<file path="config.mk">
export PLATFORM = sky130hd
export DESIGN_NAME = pcr_config_regs
export DESIGN_NICKNAME = d
export VERILOG_FILES = /design/src/hdl/pcr_pkg.sv /design/src/hdl/pcr_config_regs.sv /design/src/hdl/pcr_sync2.sv /design/src/hdl/pcr_elastic_fifo.sv
export SDC_FILE = /design/constraint.sdc
export NUM_CORES = 1
export LEC_CHECK = 0
export ABC_CLOCK_PERIOD_IN_PS = 5900
export BUFFER_PORTS_ARGS = -buffer_cell sky130_fd_sc_hd__buf_4
export CORE_ASPECT_RATIO = 1.5
export CORE_MARGIN = 3
export CORE_UTILIZATION = 45
export DETAILED_ROUTE_END_ITERATION = 6
export GPL_TIMING_DRIVEN = 1
export HOLD_SLACK_MARGIN = 0.12
export MAX_ROUTING_LAYER = met4
export PLACE_DENSITY = 0.67
export SYNTH_ARGS = -nofsm -noshare
export SYNTH_HDL_FRONTEND = slang
export SYNTH_HIERARCHICAL = 1
export SYNTH_SLANG_ARGS = --single-unit
</file>
<file path="constraint.sdc">
create_clock -name clk_sys_in -period 5.9 [get_ports clk_sys_in]
set_input_delay 0.295 -clock clk_sys_in [delete_from_list [all_inputs] [get_ports clk_sys_in]]
set_output_delay 0.295 -clock clk_sys_in [all_outputs]
set_load 0.005 [all_outputs]
</file>
<file path="src/hdl/pcr_pkg.sv">
// pcr_pkg: constants, register map and carrier types of the pcs/rmii config block
// assumes a 100 MHz system clock and a 32-bit avalon-mm register bus
package pcr_pkg;

  // timing
  localparam int unsigned CLK_PERIOD_NS = 10;
  localparam int unsigned DESC_SHORT_NS = 722000;
  localparam int unsigned DESC_LONG_NS  = 2000000;
  // a timeout is a longest time: round down
  localparam int unsigned DESC_SHORT_CYC = DESC_SHORT_NS / CLK_PERIOD_NS;
  localparam int unsigned DESC_LONG_CYC  = DESC_LONG_NS / CLK_PERIOD_NS;
  localparam int unsigned TMR_W          = 21;

  // register indices, byte address is four times the index
  localparam logic [5:0] IDX_PCS     = 6'h16;
  localparam logic [5:0] IDX_RBR     = 6'h17;
  localparam logic [5:0] IDX_IRQ_STS = 6'h20;
  localparam logic [5:0] IDX_IRQ_CLR = 6'h21;
  localparam logic [5:0] IDX_IRQ_EN  = 6'h22;

  // pcs_config_status fields
  localparam int unsigned PCS_SD_BIT    = 8;
  localparam int unsigned PCS_DESC_BIT  = 7;
  localparam int unsigned PCS_FORCE_BIT = 5;
  localparam int unsigned PCS_NRZI_BIT  = 2;
  // reduced_mii_bypass_ctrl fields
  localparam int unsigned RBR_MODE_BIT  = 5;
  localparam int unsigned RBR_REV_BIT   = 4;
  localparam int unsigned RBR_OVF_BIT   = 3;
  localparam int unsigned RBR_UNF_BIT   = 2;
  localparam int unsigned RBR_DEPTH_LSB = 0;

  // reset values
  localparam logic       SD_RST    = 1'h1;
  localparam logic       DESC_RST  = 1'h0;
  localparam logic       FORCE_RST = 1'h0;
  localparam logic       NRZI_RST  = 1'h0;
  localparam logic       REV_RST   = 1'h0;
  localparam logic [1:0] DEPTH_RST = 2'h1;

  // interrupt status bits
  localparam int unsigned IRQ_OVF = 0;
  localparam int unsigned IRQ_UNF = 1;
  localparam int unsigned IRQ_DSC = 2;
  localparam int unsigned IRQ_W   = 3;

  // elasticity buffer, counted in dibits
  localparam int unsigned FIFO_AW    = 4;
  localparam int unsigned FIFO_DEPTH = 16;
  localparam logic [1:0]  STRAP_WAIT = 2'h3;
  localparam logic [4:0]  TOL_BITS_0 = 5'he;
  localparam logic [4:0]  TOL_BITS_1 = 5'h2;
  localparam logic [4:0]  TOL_BITS_2 = 5'h6;
  localparam logic [4:0]  TOL_BITS_3 = 5'ha;

  typedef struct packed {
    logic sd_enhanced;
    logic desc_long;
    logic force_good;
    logic nrzi_bypass;
  } pcr_pcs_cfg_s;

  typedef struct packed {
    logic       rmii_on;
    logic       old_rev;
    logic [1:0] depth;
  } pcr_rmii_cfg_s;

  typedef enum logic [1:0] {ST_IDLE, ST_PREFILL, ST_STREAM, ST_DRAIN} pcr_rx_state_e;

  // dibits held before the first one is sent: half the tolerance
  function automatic logic [4:0] pcr_prefill(input logic [1:0] depth);
    logic [4:0] tol;
    case (depth)
      2'h0:    tol = TOL_BITS_0;
      2'h1:    tol = TOL_BITS_1;
      2'h2:    tol = TOL_BITS_2;
      default: tol = TOL_BITS_3;
    endcase
    return tol >> 1;
  endfunction : pcr_prefill

endpackage : pcr_pkg

</file>
<file path="src/hdl/pcr_config_regs.sv">
// pcr_config_regs: pcs configuration and reduced-mii bypass registers with rx path
// assumes avalon-mm master on clk_sys_in, ref_tick_in a 50 MHz strobe in this domain
//
// Contract
// - signal detect select resets 1: enhanced algorithm; 0 selects reduced one
// - descrambler timeout bit resets 0 for 722 us; 1 gives 2 ms
// - forced good link bit 1 reports good 100 Mbps link; resets 0
// - nrzi bypass bit 1 skips nrzi coding on 100 Mbps path; resets 0
// - reduced-mii register bits 15 to 6 read zero, writes ignored
// - reduced-mii mode resets from strap, writable; 1 reduced, 0 standard mii
// - with reduced mode off, all its logic is bypassed and mii passes through
// - revision bit 0 (reset): crs_dv toggles at packet end after carrier drops
// - revision bit 1: crs_dv held until last data, no toggling
// - overflow flag read-only, set on fifo overflow, resets 0
// - underflow flag read-only, set on fifo underflow, resets 0
// - depth field resets 01; codes give 14, 2, 6, 10 bit tolerance
// - elasticity buffer absorbs 50 MHz reference versus recovered clock drift
//
// Our own choice: register access over Avalon-MM.
`timescale 1ns/100ps
module pcr_config_regs
  import pcr_pkg::*;
#(
  parameter logic [TMR_W-1:0] DESC_SHORT_CYCLES = TMR_W'(DESC_SHORT_CYC),
  parameter logic [TMR_W-1:0] DESC_LONG_CYCLES  = TMR_W'(DESC_LONG_CYC)
) (
  // clock and reset
  input  wire logic        clk_sys_in,
  input  wire logic        rstn_in,
  // avalon-mm slave
  input  wire logic [7:0]  avs_address_in,
  input  wire logic        avs_read_in,
  input  wire logic        avs_write_in,
  input  wire logic [31:0] avs_writedata_in,
  input  wire logic [3:0]  avs_byteenable_in,
  output logic      [31:0] avs_readdata_out,
  output logic             avs_waitrequest_out,
  // interrupt
  output logic             irq_out,
  // strap pin
  input  wire logic        strap_rmii_mode_in,
  // 100 Mbps pcs side
  input  wire logic        link_ok_100_in,
  input  wire logic        descr_locked_in,
  input  wire logic        descr_idle_in,
  output logic             signal_detect_select_out,
  output logic             descrambler_timeout_long_out,
  output logic             nrzi_bypass_out,
  output logic             link_good_100_out,
  output logic             descr_timeout_out,
  // receive stream from the recovered clock side
  input  wire logic        rx_sym_valid_in,
  input  wire logic [1:0]  rx_sym_in,
  input  wire logic        rx_carrier_in,
  input  wire logic        ref_tick_in,
  // plain mii receive
  input  wire logic [3:0]  mii_rxd_in,
  input  wire logic        mii_rx_dv_in,
  input  wire logic        mii_crs_in,
  // mac side
  output logic      [3:0]  mac_rxd_out,
  output logic             mac_rx_dv_out,
  output logic             mac_crs_out
);
  // bus and register state
  pcr_pcs_cfg_s     pcs_q, pcs_d;
  pcr_rmii_cfg_s    rmii_q, rmii_d;
  logic [IRQ_W-1:0] sts_q, sts_d, en_q, en_d, events;
  logic             ack_q, ack_d;
  logic [31:0]      rdata_q, rdata_d;
  logic [1:0]       strap_cnt_q, strap_cnt_d;
  logic             strap_sync;
  logic             req, wr_go;
  logic [5:0]       idx;
  logic [15:0]      word, wmask, wdat;
  // descrambler timer
  logic [TMR_W-1:0] tmr_q, tmr_d, tmr_lim;
  logic             dto_q, dto_d;
  // receive path
  pcr_rx_state_e    st_q, st_d;
  logic             tog_q, tog_d;
  logic [3:0]       rxd_q, rxd_d;
  logic             dv_q, dv_d, crs_q, crs_d;
  logic             flush, pop, push, fifo_empty;
  logic [1:0]       fifo_data;
  logic [FIFO_AW:0] fifo_cnt;
  logic             fifo_ovf, fifo_unf;

  pcr_sync2 u_strap_sync (
    .clk_sys_in (clk_sys_in),
    .rstn_in    (rstn_in),
    .async_in   (strap_rmii_mode_in),
    .sync_out   (strap_sync)
  );

  pcr_elastic_fifo u_fifo (
    .clk_sys_in    (clk_sys_in),
    .rstn_in       (rstn_in),
    .flush_in      (flush),
    .wr_valid_in   (push),
    .wr_data_in    (rx_sym_in),
    .rd_en_in      (pop),
    .rd_data_out   (fifo_data),
    .count_out     (fifo_cnt),
    .overflow_out  (fifo_ovf),
    .underflow_out (fifo_unf)
  );

  // register bus: one wait cycle, then the answer
  always_comb begin
    req   = avs_read_in || avs_write_in;
    ack_d = req && !ack_q;
    wr_go = avs_write_in && ack_q;
    idx   = avs_address_in[7:2];
    wmask = {{8{avs_byteenable_in[1]}}, {8{avs_byteenable_in[0]}}};
    wdat  = avs_writedata_in[15:0];
    avs_waitrequest_out = req && !ack_q;

    word = '0;
    case (idx)
      IDX_PCS: begin
        word[PCS_SD_BIT]    = pcs_q.sd_enhanced;
        word[PCS_DESC_BIT]  = pcs_q.desc_long;
        word[PCS_FORCE_BIT] = pcs_q.force_good;
        word[PCS_NRZI_BIT]  = pcs_q.nrzi_bypass;
      end
      IDX_RBR: begin
        word[RBR_MODE_BIT] = rmii_q.rmii_on;
        word[RBR_REV_BIT]  = rmii_q.old_rev;
        word[RBR_OVF_BIT]  = sts_q[IRQ_OVF];
        word[RBR_UNF_BIT]  = sts_q[IRQ_UNF];
        word[RBR_DEPTH_LSB+:2] = rmii_q.depth;
      end
      IDX_IRQ_STS: word[IRQ_W-1:0] = sts_q;
      IDX_IRQ_EN:  word[IRQ_W-1:0] = en_q;
      default:     word = '0;
    endcase
    rdata_d = (avs_read_in && ack_d) ? {16'h0, word} : rdata_q;

    pcs_d  = pcs_q;
    rmii_d = rmii_q;
    en_d   = en_q;
    // reserved bits are not stored, so a nonzero write leaves no trace
    if (wr_go && idx == IDX_PCS) begin
      if (wmask[PCS_SD_BIT]) begin
        pcs_d.sd_enhanced = wdat[PCS_SD_BIT];
      end
      if (wmask[PCS_DESC_BIT]) begin
        pcs_d.desc_long = wdat[PCS_DESC_BIT];
      end
      if (wmask[PCS_FORCE_BIT]) begin
        pcs_d.force_good = wdat[PCS_FORCE_BIT];
      end
      if (wmask[PCS_NRZI_BIT]) begin
        pcs_d.nrzi_bypass = wdat[PCS_NRZI_BIT];
      end
    end
    // flag bits and bits 15:6 have no write path
    if (wr_go && idx == IDX_RBR && wmask[0]) begin
      rmii_d.rmii_on = wdat[RBR_MODE_BIT];
      rmii_d.old_rev = wdat[RBR_REV_BIT];
      rmii_d.depth   = wdat[RBR_DEPTH_LSB+:2];
    end
    // strap caught once, after the synchroniser has settled
    strap_cnt_d = strap_cnt_q;
    if (strap_cnt_q != STRAP_WAIT) begin
      strap_cnt_d = strap_cnt_q + 2'h1;
      if (strap_cnt_d == STRAP_WAIT) begin
        rmii_d.rmii_on = strap_sync;
      end
    end
    if (wr_go && idx == IDX_IRQ_EN && wmask[0]) begin
      en_d = wdat[IRQ_W-1:0];
    end

    events          = '0;
    events[IRQ_OVF] = fifo_ovf;
    events[IRQ_UNF] = fifo_unf;
    events[IRQ_DSC] = dto_q;
    sts_d = sts_q;
    if (wr_go && idx == IDX_IRQ_CLR && wmask[0]) begin
      sts_d = sts_q & ~wdat[IRQ_W-1:0];
    end
    // a new event wins over a clear in the same cycle
    sts_d = sts_d | events;
  end

  always_ff @(posedge clk_sys_in or negedge rstn_in) begin
    if (!rstn_in) begin
      pcs_q       <= '{sd_enhanced: SD_RST, desc_long: DESC_RST,
                       force_good: FORCE_RST, nrzi_bypass: NRZI_RST};
      rmii_q      <= '{rmii_on: 1'h0, old_rev: REV_RST, depth: DEPTH_RST};
      sts_q       <= '0;
      en_q        <= '0;
      ack_q       <= 1'h0;
      rdata_q     <= '0;
      strap_cnt_q <= '0;
    end else begin
      pcs_q       <= pcs_d;
      rmii_q      <= rmii_d;
      sts_q       <= sts_d;
      en_q        <= en_d;
      ack_q       <= ack_d;
      rdata_q     <= rdata_d;
      strap_cnt_q <= strap_cnt_d;
    end
  end

  // descrambler timeout: restarted by every idle seen while locked
  always_comb begin
    tmr_lim = pcs_q.desc_long ? DESC_LONG_CYCLES : DESC_SHORT_CYCLES;
    dto_d   = 1'h0;
    tmr_d   = tmr_q + TMR_W'(1);
    if (!descr_locked_in || descr_idle_in) begin
      tmr_d = '0;
    end else if (tmr_q >= tmr_lim - TMR_W'(1)) begin
      tmr_d = '0;
      dto_d = 1'h1;
    end
  end

  always_ff @(posedge clk_sys_in or negedge rstn_in) begin
    if (!rstn_in) begin
      tmr_q <= '0;
      dto_q <= 1'h0;
    end else begin
      tmr_q <= tmr_d;
      dto_q <= dto_d;
    end
  end

  // receive path: prefill, stream, drain on 50 MHz ticks
  always_comb begin
    fifo_empty = (fifo_cnt == '0);
    st_d  = st_q;
    tog_d = tog_q;
    flush = 1'h0;
    pop   = 1'h0;
    push  = rmii_q.rmii_on && st_q != ST_IDLE && rx_sym_valid_in;
    rxd_d = rxd_q;
    dv_d  = dv_q;
    crs_d = 1'h0;
    case (st_q)
      ST_IDLE: begin
        flush = 1'h1;
        rxd_d = '0;
        dv_d  = 1'h0;
        if (rx_carrier_in) begin
          st_d = ST_PREFILL;
          dv_d = 1'h1;
        end
      end
      ST_PREFILL: begin
        // hold data at zero until enough slack is stored
        if (ref_tick_in && fifo_cnt >= pcr_prefill(rmii_q.depth)) begin
          st_d = ST_STREAM;
        end
      end
      ST_STREAM: begin
        if (ref_tick_in) begin
          pop   = !fifo_empty || rx_carrier_in;
          rxd_d = {2'h0, fifo_empty ? 2'h0 : fifo_data};
          if (!rx_carrier_in) begin
            st_d  = ST_DRAIN;
            tog_d = 1'h0;
          end
        end
      end
      ST_DRAIN: begin
        if (ref_tick_in) begin
          if (fifo_empty) begin
            st_d  = ST_IDLE;
            rxd_d = '0;
            dv_d  = 1'h0;
          end else begin
            pop   = 1'h1;
            rxd_d = {2'h0, fifo_data};
            dv_d  = rmii_q.old_rev || tog_q;
            tog_d = !tog_q;
          end
        end
      end
      default: st_d = ST_IDLE;
    endcase
    // switching the mode off drops any frame in flight
    if (!rmii_q.rmii_on) begin
      st_d  = ST_IDLE;
      pop   = 1'h0;
      rxd_d = mii_rxd_in;
      dv_d  = mii_rx_dv_in;
      crs_d = mii_crs_in;
    end
  end

  always_ff @(posedge clk_sys_in or negedge rstn_in) begin
    if (!rstn_in) begin
      st_q  <= ST_IDLE;
      tog_q <= 1'h0;
      rxd_q <= '0;
      dv_q  <= 1'h0;
      crs_q <= 1'h0;
    end else begin
      st_q  <= st_d;
      tog_q <= tog_d;
      rxd_q <= rxd_d;
      dv_q  <= dv_d;
      crs_q <= crs_d;
    end
  end

  assign avs_readdata_out             = rdata_q;
  assign irq_out                      = |(sts_q & en_q);
  assign signal_detect_select_out     = pcs_q.sd_enhanced;
  assign descrambler_timeout_long_out = pcs_q.desc_long;
  assign nrzi_bypass_out              = pcs_q.nrzi_bypass;
  assign link_good_100_out            = pcs_q.force_good || link_ok_100_in;
  assign descr_timeout_out            = dto_q;
  assign mac_rxd_out                  = rxd_q;
  assign mac_rx_dv_out                = dv_q;
  assign mac_crs_out                  = crs_q;
endmodule : pcr_config_regs

</file>
<file path="src/hdl/pcr_sync2.sv">
// pcr_sync2: two flip-flop synchroniser for a level from a pin
// assumes the level is slow against clk_sys_in
`timescale 1ns/100ps
module pcr_sync2 (
  // clock and reset
  input  wire logic clk_sys_in,
  input  wire logic rstn_in,
  // level
  input  wire logic async_in,
  output logic      sync_out
);
  logic meta_q;
  logic meta_d;
  logic sync_q;
  logic sync_d;

  always_comb begin
    meta_d = async_in;
    sync_d = meta_q;
  end

  always_ff @(posedge clk_sys_in or negedge rstn_in) begin
    if (!rstn_in) begin
      meta_q <= 1'h0;
      sync_q <= 1'h0;
    end else begin
      meta_q <= meta_d;
      sync_q <= sync_d;
    end
  end

  assign sync_out = sync_q;
endmodule : pcr_sync2

</file>
<file path="src/hdl/pcr_elastic_fifo.sv">
// pcr_elastic_fifo: receive elasticity buffer of dibits
// assumes writer and reader share clk_sys_in; the reader paces with its own strobe
`timescale 1ns/100ps
module pcr_elastic_fifo
  import pcr_pkg::*;
(
  // clock and reset
  input  wire logic               clk_sys_in,
  input  wire logic               rstn_in,
  // control
  input  wire logic               flush_in,
  // write side
  input  wire logic               wr_valid_in,
  input  wire logic [1:0]         wr_data_in,
  // read side
  input  wire logic               rd_en_in,
  output logic      [1:0]         rd_data_out,
  output logic      [FIFO_AW:0]   count_out,
  // errors, one-cycle pulses
  output logic                    overflow_out,
  output logic                    underflow_out
);
  logic [1:0]         mem_q [FIFO_DEPTH];
  logic [FIFO_AW-1:0] wp_q, wp_d, rp_q, rp_d;
  logic [FIFO_AW:0]   cnt_q, cnt_d;
  logic               full, empty, wr_ok, rd_ok;

  always_comb begin
    full  = (cnt_q == (FIFO_AW+1)'(FIFO_DEPTH));
    empty = (cnt_q == '0);
    rd_ok = rd_en_in && !empty;
    // a write on full is dropped unless a read frees a slot
    wr_ok = wr_valid_in && (!full || rd_ok);
    wp_d  = flush_in ? '0 : wp_q + FIFO_AW'(wr_ok);
    rp_d  = flush_in ? '0 : rp_q + FIFO_AW'(rd_ok);
    cnt_d = flush_in ? '0 : cnt_q + (FIFO_AW+1)'(wr_ok) - (FIFO_AW+1)'(rd_ok);
    overflow_out  = !flush_in && wr_valid_in && !wr_ok;
    underflow_out = !flush_in && rd_en_in && empty;
  end

  always_ff @(posedge clk_sys_in or negedge rstn_in) begin
    if (!rstn_in) begin
      wp_q  <= '0;
      rp_q  <= '0;
      cnt_q <= '0;
    end else begin
      wp_q  <= wp_d;
      rp_q  <= rp_d;
      cnt_q <= cnt_d;
    end
  end

  // storage needs no reset; nothing reads a slot before it is written
  always_ff @(posedge clk_sys_in) begin
    if (wr_ok && !flush_in) begin
      mem_q[wp_q] <= wr_data_in;
    end
  end

  assign rd_data_out = mem_q[rp_q];
  assign count_out   = cnt_q;
endmodule : pcr_elastic_fifo

</file>
==> results of run 1 <==
power breakdown:
| group | switching [W] | internal [W] |
|---|---|---|
| logic | 0.000219 | 0.000182 |
| clock network | 0.000257 | 0.000384 |
| registers | 0.0000522 | 0.000786 |
cell usage after synthesis, types with 8 or more instances:
| cell type | number | area share, % |
|---|---|---|
| a21oi_1 | 9 | 0.83 |
| buf_4 | 25 | 3.5 |
| clkbuf_1 | 10 | 0.69 |
| dfrtp_1 | 69 | 32 |
| edfxtp_1 | 32 | 18 |
| ha_1 | 29 | 6.7 |
| inv_1 | 20 | 1.4 |
| mux2_2 | 11 | 2.3 |
| nand2_1 | 37 | 2.6 |
| nand3_1 | 8 | 0.74 |
| nand4_1 | 10 | 1.2 |
| nor2_1 | 21 | 1.5 |
| nor2b_1 | 12 | 1.4 |
| nor3_1 | 29 | 2.7 |
| o21ai_0 | 13 | 1.2 |
| xnor2_1 | 9 | 1.5 |
| xor2_1 | 11 | 1.8 |
cell usage in the layout (no fill, tap or decap), types with 6 or more instances in the layout:
cell and n:
o21ai_0 13, dfrtp_1 69, and3_1 7, nor2b_1 12, nand4_1 10, or3_1 6
buf_4 55, clkbuf_16 9, ha_1 29, xnor2_1 9, conb_1 26, nand3_1 8
mux2_2 11, mux4_1 6, nor2_1 21, nor3_1 29, edfxtp_1 32, xor2_1 11
inv_1 20, nand2_1 37, a21oi_1 9
cells by family (layout without fill, tap and decap cells):
logic type	Yosys count	after routing	share of synthesized area, %
buf+inv	63	93	6.464
other cells	1	26	0.06919
simple gates	158	158	15.24
fa+ha+maj	30	30	7.064
mux	29	29	7.987
flops	103	103	50.55
compound gates	69	69	9.396
xor+xnor	20	20	3.232
metal layers:
layer,part of all wire [%],vias to the layer above,GRT usage [%]
li1,-,1774,-
met1,40,1799,19.92
met2,54,89,30.50
met3,3.5,16,2.042
met4,2.1,0,6.972
met5,0,-,-
cell type report:
type / instances / area, sq um
clock buffers: 11 / 242.7
clock inverters: 5 / 81.33
fillers: 1056 / 5468
inverters: 20 / 75.07
multi-input cells: 332 / 2424
flip-flops and latches: 103 / 2740
well taps: 150 / 187.7
repair buffers: 57 / 432.9
path summary, 6_finish.rpt:
| kind | from | to | slack (ns) |
|---|---|---|---|
| setup / recovery | u_fifo/count_out[1] | u_fifo/count_out[4] | 2.10 |
| hold / removal | avs_writedata_in[8] | signal_detect_select_out | 0.16 |
| setup reg to reg | u_fifo/count_out[1] | u_fifo/count_out[4] | 2.10 |
| hold reg to reg | u_strap_sync/meta_q | u_strap_sync/sync_out | 0.36 |
| max in group asynchronous | rstn_in | u_fifo/count_out[0] | 4.68 |
| min in group asynchronous | rstn_in | avs_readdata_out[8] | 0.61 |
metrics by stage:
step | cells | area [sq um] | util [%] | hold WS, ns | power, W
after global placement | 660 | 5839 | 50.12 | 0.3363 | 0.001231
after floorplan | 498 | 5514 | - | -0.0005911 | 0.001132
after CTS | 678 | 6183 | 53.07 | 0.1579 | 0.001894
after detailed placement | 660 | 5839 | 50.12 | 0.3464 | 0.001251
after global routing | 678 | 6183 | 53.07 | 0.1711 | 0.001996
final | 678 | 6183 | 53.07 | 0.1595 | 0.001880
registers in the layout, summed over array words and instances (netlist names), 2 cells and up:
signal            flops
avs_readdata_out      8
en_q                  3
mac_rxd_out           4
rmii_q                4
st_q                  2
strap_cnt_q           2
sts_q                 3
tmr_q                21
u_fifo/count_out      5
u_fifo/mem_q         32
u_fifo/rp_q           4
u_fifo/wp_q           4
==> results.toml, run 1 <==
[min_path]
holdCritPathClass = "input port to flip-flop"
count_of_cells_along_the_worst_hold_path = 2

[die]
coreArea_sq_um = 11650
fp-row-count = 48
die_h_um = 140.4
design.portCount = 108
chipWidth_um = 95.61
initial_cell_density_of_the_core_pct = 46.52
design.die.area_sq_um = 13430

[sta]
clock-skew-final_ns = 0.006446
final.setup.worst_slack_ns = 2.096
setup_repair_after_global_routing_missed_its_margin = "no"
timing.final.max_slew_violations = 0
finalHoldViolations = 0
finalWorstPathRequiredPeriod_ns = 3.804
fmax_mhz = 262.9
layout_worst_path_cycle_share_pct = 64.47
setup_tns_after_final_layout_ns = 0
setup_viol_count_final = 0
timing.slew.headroom_pct = 38.11
max_slew.worst_pin.slew_ns = 0.9261

[layout]
areaGrowthSynthToFinish_pct = 14.08
drive_above_1_share_pct = 17.23
nets = 616
antennaDiodeCount = 0

[clocking]
buffer_type_at_the_clock_tree_root = "clkbuf_16"
clk_path_buf_depth = 2
cts-hold-fix-buffers = 2
cts_repair_resize_count = 0
tritoncts_clock_tree = "yes"
clock_tree.htree_level_count = 3
clk_pin_slew_worst_paths_ns = 0.07
cts.repair_timing.setup_buffer_count = 0
cts-buffers-inserted = 9
clk-insertion-delay-late_ns = 0.35
cts_num_sinks = 103

[critical_path]
startpoint_type = "flip-flop"
critical_path_class = "flip-flop to flip-flop"
worst_path_largest_cell_delay_ns = 0.58
worst-path-buf-inv = 1
crit_cells = 14
crit_path_end_kind = "flip-flop"
worst_path_max_delay_cell = "or4_1"
crit_chain = "or4_1 -> nor2_1 -> o21ai_0 -> and3_1 -> nand4b_1 -> nand2_1 -> ha_1 -> inv_1 -> ha_1 -> fa_1 -> a21oi_1 -> nor2_1 -> or3_1 -> a21oi_1"
cp_data_arrival_time_ns = 4.06
required_time_at_the_endpoint_of_the_critical_path_ns = 6.16
ff2ff_path_depth = 14
crit_fanout = 18
critical_path.top_delay_family = "simple AND/OR/NAND/NOR gates"

[routing]
post_drt_via_cell_ratio = 5.425
drtPass1Iterations = 4
route.final.wire_length_um = 10650
total_via_count_in_the_routed_design = 3678
detail_route.wl_per_cell_um = 15.71
remaining_drc_errors = 0
drt_iter0_markers = 133
antenna_violating_nets_post_route = 0

[logic_synthesis]
synth-edff-count = 32
netlist_instances = 473
post_synth_instance_area_sq_um = 5420
average_size_of_a_mapped_cell_sq_um = 11.46
synth-warning-count = 6
yosys_register_bits = 103
synth_cell_type_count = 65
yosys_most_used_dff = "dfrtp_1"
yosysSeqAreaShare_pct = 50.55
synth_async_sr_flop_share_pct = 68.93

[global_routing]
grt_pass1_wl_um = 17950
globalRouteTotalUtil_pct = 17.44
first_global_vias = 3816
grt_max_degree = 72
number_of_antenna_violations_at_the_first_check_in_global_routing = 0
gr-total-overflow = 0

[place]
gpl.final_weighted_congestion = 0.8100
post-dp-hpwl_um = 7708
io_buffers = 54
preCtsSetupSlack_ns = 2.126

[pwr]
max-vdd-ir-drop_mv = 0.1661
total_leakage_power_nw = 2.631
cellPowerDensity_nw_per_um2 = 304.0

[flow_run]
maxCapViolations = 0

[run_status]
result_of_the_run = "finished, final reports clean"
Note: power is estimated with default switching activity, not from simulation.
==> run 2: changes to the inputs <==
--- a/config.mk
+++ b/config.mk
@@ -5,7 +5,7 @@
 export SDC_FILE = /design/constraint.sdc
 export NUM_CORES = 1
 export LEC_CHECK = 0
-export ABC_CLOCK_PERIOD_IN_PS = 5900
+export ABC_CLOCK_PERIOD_IN_PS = 3100
 export BUFFER_PORTS_ARGS = -buffer_cell sky130_fd_sc_hd__buf_4
 export CORE_ASPECT_RATIO = 1.5
 export CORE_MARGIN = 3
@@ -14,7 +14,7 @@
 export GPL_TIMING_DRIVEN = 1
 export HOLD_SLACK_MARGIN = 0.12
 export MAX_ROUTING_LAYER = met4
-export PLACE_DENSITY = 0.67
+export PLACE_DENSITY = 0.7
 export SYNTH_ARGS = -nofsm -noshare
 export SYNTH_HDL_FRONTEND = slang
 export SYNTH_HIERARCHICAL = 1
==> constraint.sdc (replaced) <==
create_clock -name clk_sys_in -period 3.1 [get_ports clk_sys_in]
set_input_delay 0.155 -clock clk_sys_in [delete_from_list [all_inputs] [get_ports clk_sys_in]]
set_output_delay 0.155 -clock clk_sys_in [all_outputs]
set_load 0.005 [all_outputs]
==> run 2 against run 1 <==
- clock power increased by 62%
- via count is 2.0% higher
- clock skew is 0.0048 ns higher
- largest cell class unchanged
- first-iteration DRC count down 6.0%
- critical endpoint unchanged
- critical path type unchanged
- final cell count rose by 3.7%
- register-to-register slack worse by 2.0 ns
- worst hold slack lost 0.041 ns
- cell area up 3.4%
- flip-flop and latch count unchanged
- total power up 86%
- non-clock buffer count rose by 25
- combinational power rose by 120%
==> results.toml, run 2 (synthesized netlist as in run 1, its figures left out) <==
[layout]
drive_above_1_share_pct = 20.07
antennaDiodeCount = 0
largest_reg_flops = 32
final_cell_area_excluding_filler_cells_sq_um = 6391
layout.cells.most_common_list = "69 x dfrtp_1, 67 x buf_4, 36 x nand2_1, 32 x edfxtp_1, 29 x nor3_1"
fin_cells = 703
nets = 641
mostFrequentLayoutCell = "dfrtp_1"
fillers = 1009
registers.top_by_ff_count = "u_fifo/mem_q"
areaGrowthSynthToFinish_pct = 17.91

[die]
coreArea_sq_um = 11650
initial_cell_density_of_the_core_pct = 46.52
design.die.area_sq_um = 13430
design.portCount = 108
fp-row-count = 48
chipWidth_um = 95.61
die_h_um = 140.4

[sta]
final.setup.worst_slack_ns = 0.06816
finalHoldViolations = 0
fmax_mhz = 329.8
clock-skew-final_ns = 0.01125
setup_viol_count_final = 0
timing.slew.headroom_pct = 38.92
setup_repair_after_global_routing_missed_its_margin = "yes"
timing.final.max_slew_violations = 0
max_slew.worst_pin.slew_ns = 0.9162
finalWorstPathRequiredPeriod_ns = 3.032
layout_worst_path_cycle_share_pct = 97.80

[critical_path]
startpoint_type = "flip-flop"
crit_path_end_kind = "flip-flop"
required_time_at_the_endpoint_of_the_critical_path_ns = 3.37
timing.rr.end = "u_fifo/count_out[4]"
ff2ff_path_depth = 14
r2r_setup_slk_ns = 0.07
critical_path_class = "flip-flop to flip-flop"
crit_fanout = 3
cp_data_arrival_time_ns = 3.30
crit-reg2reg-launch = "u_fifo/count_out[0]"

[place]
io_buffers = 54
place.detailed.instances = 670
preCtsSetupSlack_ns = 0.04057
post-dp-hpwl_um = 8138
gpl.final_weighted_congestion = 0.8188
dpl_cell_area_sq_um = 5944

[clocking]
cts-buffers-inserted = 9
buffer_type_at_the_clock_tree_root = "clkbuf_16"
clk_path_buf_depth = 2
clk-insertion-delay-late_ns = 0.34
clk_pin_slew_worst_paths_ns = 0.07
clock_tree.htree_level_count = 3
cts_num_sinks = 103
tritoncts_clock_tree = "yes"

[routing]
post_drt_via_cell_ratio = 5.337
total_via_count_in_the_routed_design = 3752
remaining_drc_errors = 0
drtPass1Iterations = 4
detail_route.wl_per_cell_um = 15.47
antenna_violating_nets_post_route = 0
drt_iter0_markers = 125
route.final.wire_length_um = 10870

[pwr]
switchingPower_w = 0.001032
p_sw_share_pct = 29.50
max-vdd-ir-drop_mv = 0.2857
cellPowerDensity_nw_per_um2 = 547.3
power_frac_clock_pct = 29.7
comb_power_share_pct = 25.1
seq_power_share_pct = 45.2
power_report.internal_total_w = 0.002466
total_leakage_power_nw = 2.710
total_power_w = 0.003498

[min_path]
count_of_cells_along_the_worst_hold_path = 1
holdCritPathClass = "input port to flip-flop"
timing.hold.worst.start = "rx_sym_in[1]"
timing.hold.worst_endpoint = "u_fifo/mem_q[10][1]"

[global_routing]
grt_pass1_wl_um = 18730
number_of_antenna_violations_at_the_first_check_in_global_routing = 0
globalRouteTotalUtil_pct = 18.13
gr-total-overflow = 0
grt_max_degree = 72
first_global_vias = 3914

[flow_run]
maxCapViolations = 0

[run_status]
result_of_the_run = "finished, final reports clean"
[run 2: power by group through the flow]
stage | registers, W | logic, W | clock network (W)
finish | 0.00158 | 0.000877 | 0.00104
global placement | 0.00160 | 0.000815 | 0
detailed placement | 0.00161 | 0.000844 | 0
floorplan | 0.00159 | 0.000597 | 0
global route | 0.00159 | 0.00100 | 0.00113
CTS | 0.00158 | 0.000868 | 0.00107
[run 2: area by class of cell]
type | instances | area [sq um] | share of cell area (%)
tap | 150 | 187.7 | 2.937
clock inverter | 6 | 45.04 | 0.7048
inverter | 20 | 75.07 | 1.175
clock buffer | 10 | 229.0 | 3.583
multi-input combinational | 332 | 2461 | 38.51
sequential | 103 | 2740 | 42.87
timing repair buffer | 82 | 653.1 | 10.22
[run 2: repair_timing]
action | in CTS | in global routing
endpoints found under the hold margin | 93 | 0
setup endpoints to repair | 0 | 1
setup buffers | 0 | 2
hold buffers | 15 | 0
gates resized for setup | 0 | 2
[run 2: worst max-delay path by stage]
stage                              from                  end  slack (ns)  depth (start not counted)
global route        u_fifo/count_out[0]  u_fifo/count_out[4]       -0.08                         14
floorplan           u_fifo/count_out[0]  u_fifo/count_out[4]       -0.04                         15
global placement    u_fifo/count_out[0]  u_fifo/count_out[4]        0.11                         14
detailed placement  u_fifo/count_out[0]  u_fifo/count_out[4]        0.04                         14
finish              u_fifo/count_out[0]  u_fifo/count_out[4]        0.07                         14
CTS                 u_fifo/count_out[0]  u_fifo/count_out[4]        0.01                         14
[run 2: metal layers]
metal,share of wire [%],GRT usage [%],wire [um],vias up
met4,1.3,4.873,145,0
met5,0,-,0,-
li1,-,-,-,1827
met3,3.0,3.654,330,14
met2,56,31.96,6140,81
met1,39,20.55,4257,1830
[run 2: through the flow]
stage	setup TNS (ns)	utilization [%]	hold WS [ns]
6_report	0	54.85	0.1183
4_1_cts	0	54.66	0.1233
3_5_place_dp	0	51.02	0.2719
5_1_grt	-0.08042	54.85	0.1210
2_1_floorplan	-0.03704	-	-0.1406
3_3_place_gp	0	51.02	0.2717
[run 2: critical path, cell delays in order (launching register included)]
cell and delay, ns:
dfrtp_1 0.38, or4_4 0.57, nor2_4 0.12, o21ai_1 0.06
and3_1 0.17, nand4b_1 0.22, nand2_2 0.13, ha_4 0.12
inv_1 0.03, ha_2 0.18, fa_2 0.35, a21oi_2 0.13
nor2_1 0.06, or3_1 0.34, a21oi_1 0.12
==> run 3: changes to the inputs <==
--- a/config.mk
+++ b/config.mk
@@ -15,6 +15,7 @@
 export HOLD_SLACK_MARGIN = 0.12
 export MAX_ROUTING_LAYER = met4
 export PLACE_DENSITY = 0.7
+export REMOVE_ABC_BUFFERS = 1
 export SYNTH_ARGS = -nofsm -noshare
 export SYNTH_HDL_FRONTEND = slang
 export SYNTH_HIERARCHICAL = 1
==> constraint.sdc (replaced) <==
create_clock -name clk_sys_in -period 3.1 [get_ports clk_sys_in]
set_input_delay 0.31 -clock clk_sys_in [delete_from_list [all_inputs] [get_ports clk_sys_in]]
set_output_delay 0.31 -clock clk_sys_in [all_outputs]
set_load 0.005 [all_outputs]
==> run 3 against run 2 <==
- worst setup slack worse by 0.060 ns
- highest routed layer unchanged
- maximum frequency down 1.9%
- flip-flop and latch count unchanged
- utilization up 0.60 points
- clock power up 9%
- total power up 16%
==> results.toml, run 3 (synthesized netlist as in run 1, its figures left out) <==
[layout]
drive_above_1_share_pct = 24.56
areaGrowthSynthToFinish_pct = 19.21
layout.cells.most_common_list = "88 x buf_4, 68 x dfrtp_1, 37 x nand2_1, 32 x edfxtp_1, 29 x nor3_1"
antennaDiodeCount = 0
ff_latch_area_sq_um = 2741
final_util_pct = 55.46
mostFrequentLayoutCell = "buf_4"
registers.top_by_ff_count = "u_fifo/mem_q"
fin_cells = 712
fillers = 996
multi_input_area_sq_um = 2457
largest_reg_flops = 32
nets = 650

[global_routing]
number_of_antenna_violations_at_the_first_check_in_global_routing = 0
grt_pass1_wl_um = 18600
first_global_vias = 3901
gr-total-overflow = 0
grt_max_degree = 72
globalRouteTotalUtil_pct = 17.85

[pwr]
total_leakage_power_nw = 2.781
cellPowerDensity_nw_per_um2 = 628.0
total_power_w = 0.004057
max-vdd-ir-drop_mv = 0.3025

[routing]
post_drt_via_cell_ratio = 5.351
total_via_count_in_the_routed_design = 3810
drt_iter0_markers = 189
detail_route.wl_per_cell_um = 15.73
antenna_violating_nets_post_route = 0
route.final.wire_length_um = 11200
drtPass1Iterations = 5
remaining_drc_errors = 0

[die]
design.die.area_sq_um = 13430
coreArea_sq_um = 11650
chipWidth_um = 95.61
initial_cell_density_of_the_core_pct = 46.52
fp-row-count = 48
die_h_um = 140.4
design.portCount = 108

[place]
post-dp-hpwl_um = 7988
place.detailed.instances = 676
io_buffers = 54
gpl.final_weighted_congestion = 0.8549
preCtsSetupSlack_ns = -0.1052

[clocking]
clock_tree.htree_level_count = 3
tritoncts_clock_tree = "yes"
cts-buffers-inserted = 9
buffer_type_at_the_clock_tree_root = "clkbuf_16"
cts_num_sinks = 103
clk_path_buf_depth = 2
clk-insertion-delay-late_ns = 0.34
clk_pin_slew_worst_paths_ns = 0.07

[sta]
hold_ws_ns = 0.1113
finalHoldViolations = 0
final.setup.worst_slack_ns = 0.008032
finalWorstPathRequiredPeriod_ns = 3.092
timing.slew.headroom_pct = 39.20
layout_worst_path_cycle_share_pct = 99.74
timing.final.max_slew_violations = 0
max_slew.worst_pin.slew_ns = 0.9120
setup_repair_after_global_routing_missed_its_margin = "yes"
setup_viol_count_final = 0
clock-skew-final_ns = 0.01204
fmax_mhz = 323.4

[critical_path]
critical_path_class = "flip-flop to flip-flop"
startpoint_type = "flip-flop"
ff2ff_path_depth = 21
cp_data_arrival_time_ns = 3.31
crit_fanout = 2
cp_dominant_cell_by_count = "buf_4"
r2r_setup_slk_ns = 0.008
crit-reg2reg-launch = "u_fifo/count_out[3]"
worst_path_largest_cell_delay_ns = 0.56
required_time_at_the_endpoint_of_the_critical_path_ns = 3.32
crit_chain = "or4_4 -> nor2_4 -> buf_6 -> buf_4 -> buf_4 -> buf_4 -> buf_4 -> buf_4 -> buf_4 -> buf_4 -> buf_4 -> buf_4 -> buf_4 -> buf_4 -> buf_4 -> buf_4 -> buf_4 -> buf_4 -> buf_6 -> o31ai_2 -> a221o_1"
crit_path_end_kind = "flip-flop"
worst_path_max_delay_cell = "or4_4"
timing.rr.end = "tog_q"

[min_path]
holdCritPathClass = "input port to async pin"

[run_status]
result_of_the_run = "finished, final reports clean"

[flow_run]
maxCapViolations = 0
run 3: power breakdown:
part / leakage, nW / switching, W / internal (W)
Clock: 0.149 / 0.000466 / 0.000663
Combinational: 1.41 / 0.000590 / 0.000747
Sequential: 1.22 / 0.0000941 / 0.00150
Total: 2.78 / 0.00115 / 0.00291
run 3: final cells by class:
type / instances / share of cell area (%)
clock buffer: 12 / 3.892
tap: 150 / 2.905
clock inverter: 4 / 0.8521
sequential: 103 / 42.43
timing repair buffer: 91 / 10.73
inverter: 20 / 1.162
multi-input combinational: 332 / 38.03
run 3: worst max-delay path by stage:
stage	cells past startpoint	slack, ns	endpoint	start
floorplan	14	-0.29	u_fifo/count_out[4]	u_fifo/count_out[1]
global placement	14	-0.007	u_fifo/count_out[4]	u_fifo/count_out[1]
detailed placement	14	-0.11	u_fifo/count_out[4]	u_fifo/count_out[1]
CTS	22	0.008	tog_q	u_fifo/count_out[1]
global route	14	-0.13	u_fifo/count_out[4]	u_fifo/count_out[3]
finish	21	0.008	tog_q	u_fifo/count_out[3]
run 3: worst max-delay path: cells and delay by family (launching register included):
kind / cells / cell delay (ns)
DFF: 1 / 0.38
AOI/OAI and AO/OA: 2 / 0.36
buffers and inverters: 17 / 1.55
and+or+nand+nor: 2 / 0.68
run 3: timing repair:
item | in CTS | in global routing
gates resized for setup | 4 | 11
endpoints found under the setup margin | 1 | 2
hold buffers | 1 | 0
cloned | 0 | 0
pin swaps | 4 | 4
buffers inserted | 19 | 1
hold endpoints to repair | 1 | 0
run 3: metal layers:
metal	share of wire (%)	GRT usage [%]	up-vias
li1	-	-	1851
met1	39	20.35	1863
met2	57	31.30	86
met3	2.7	2.526	10
met4	1.3	6.372	0
met5	0	-	-
run 3: through the flow:
stage | cell area, sq um | setup TNS, ns
floorplan | 5239 | -0.2866
detailed placement | 5959 | -0.1052
global route | 6461 | -0.2146
global placement | 5959 | -0.007224
CTS | 6431 | 0
finish | 6461 | 0
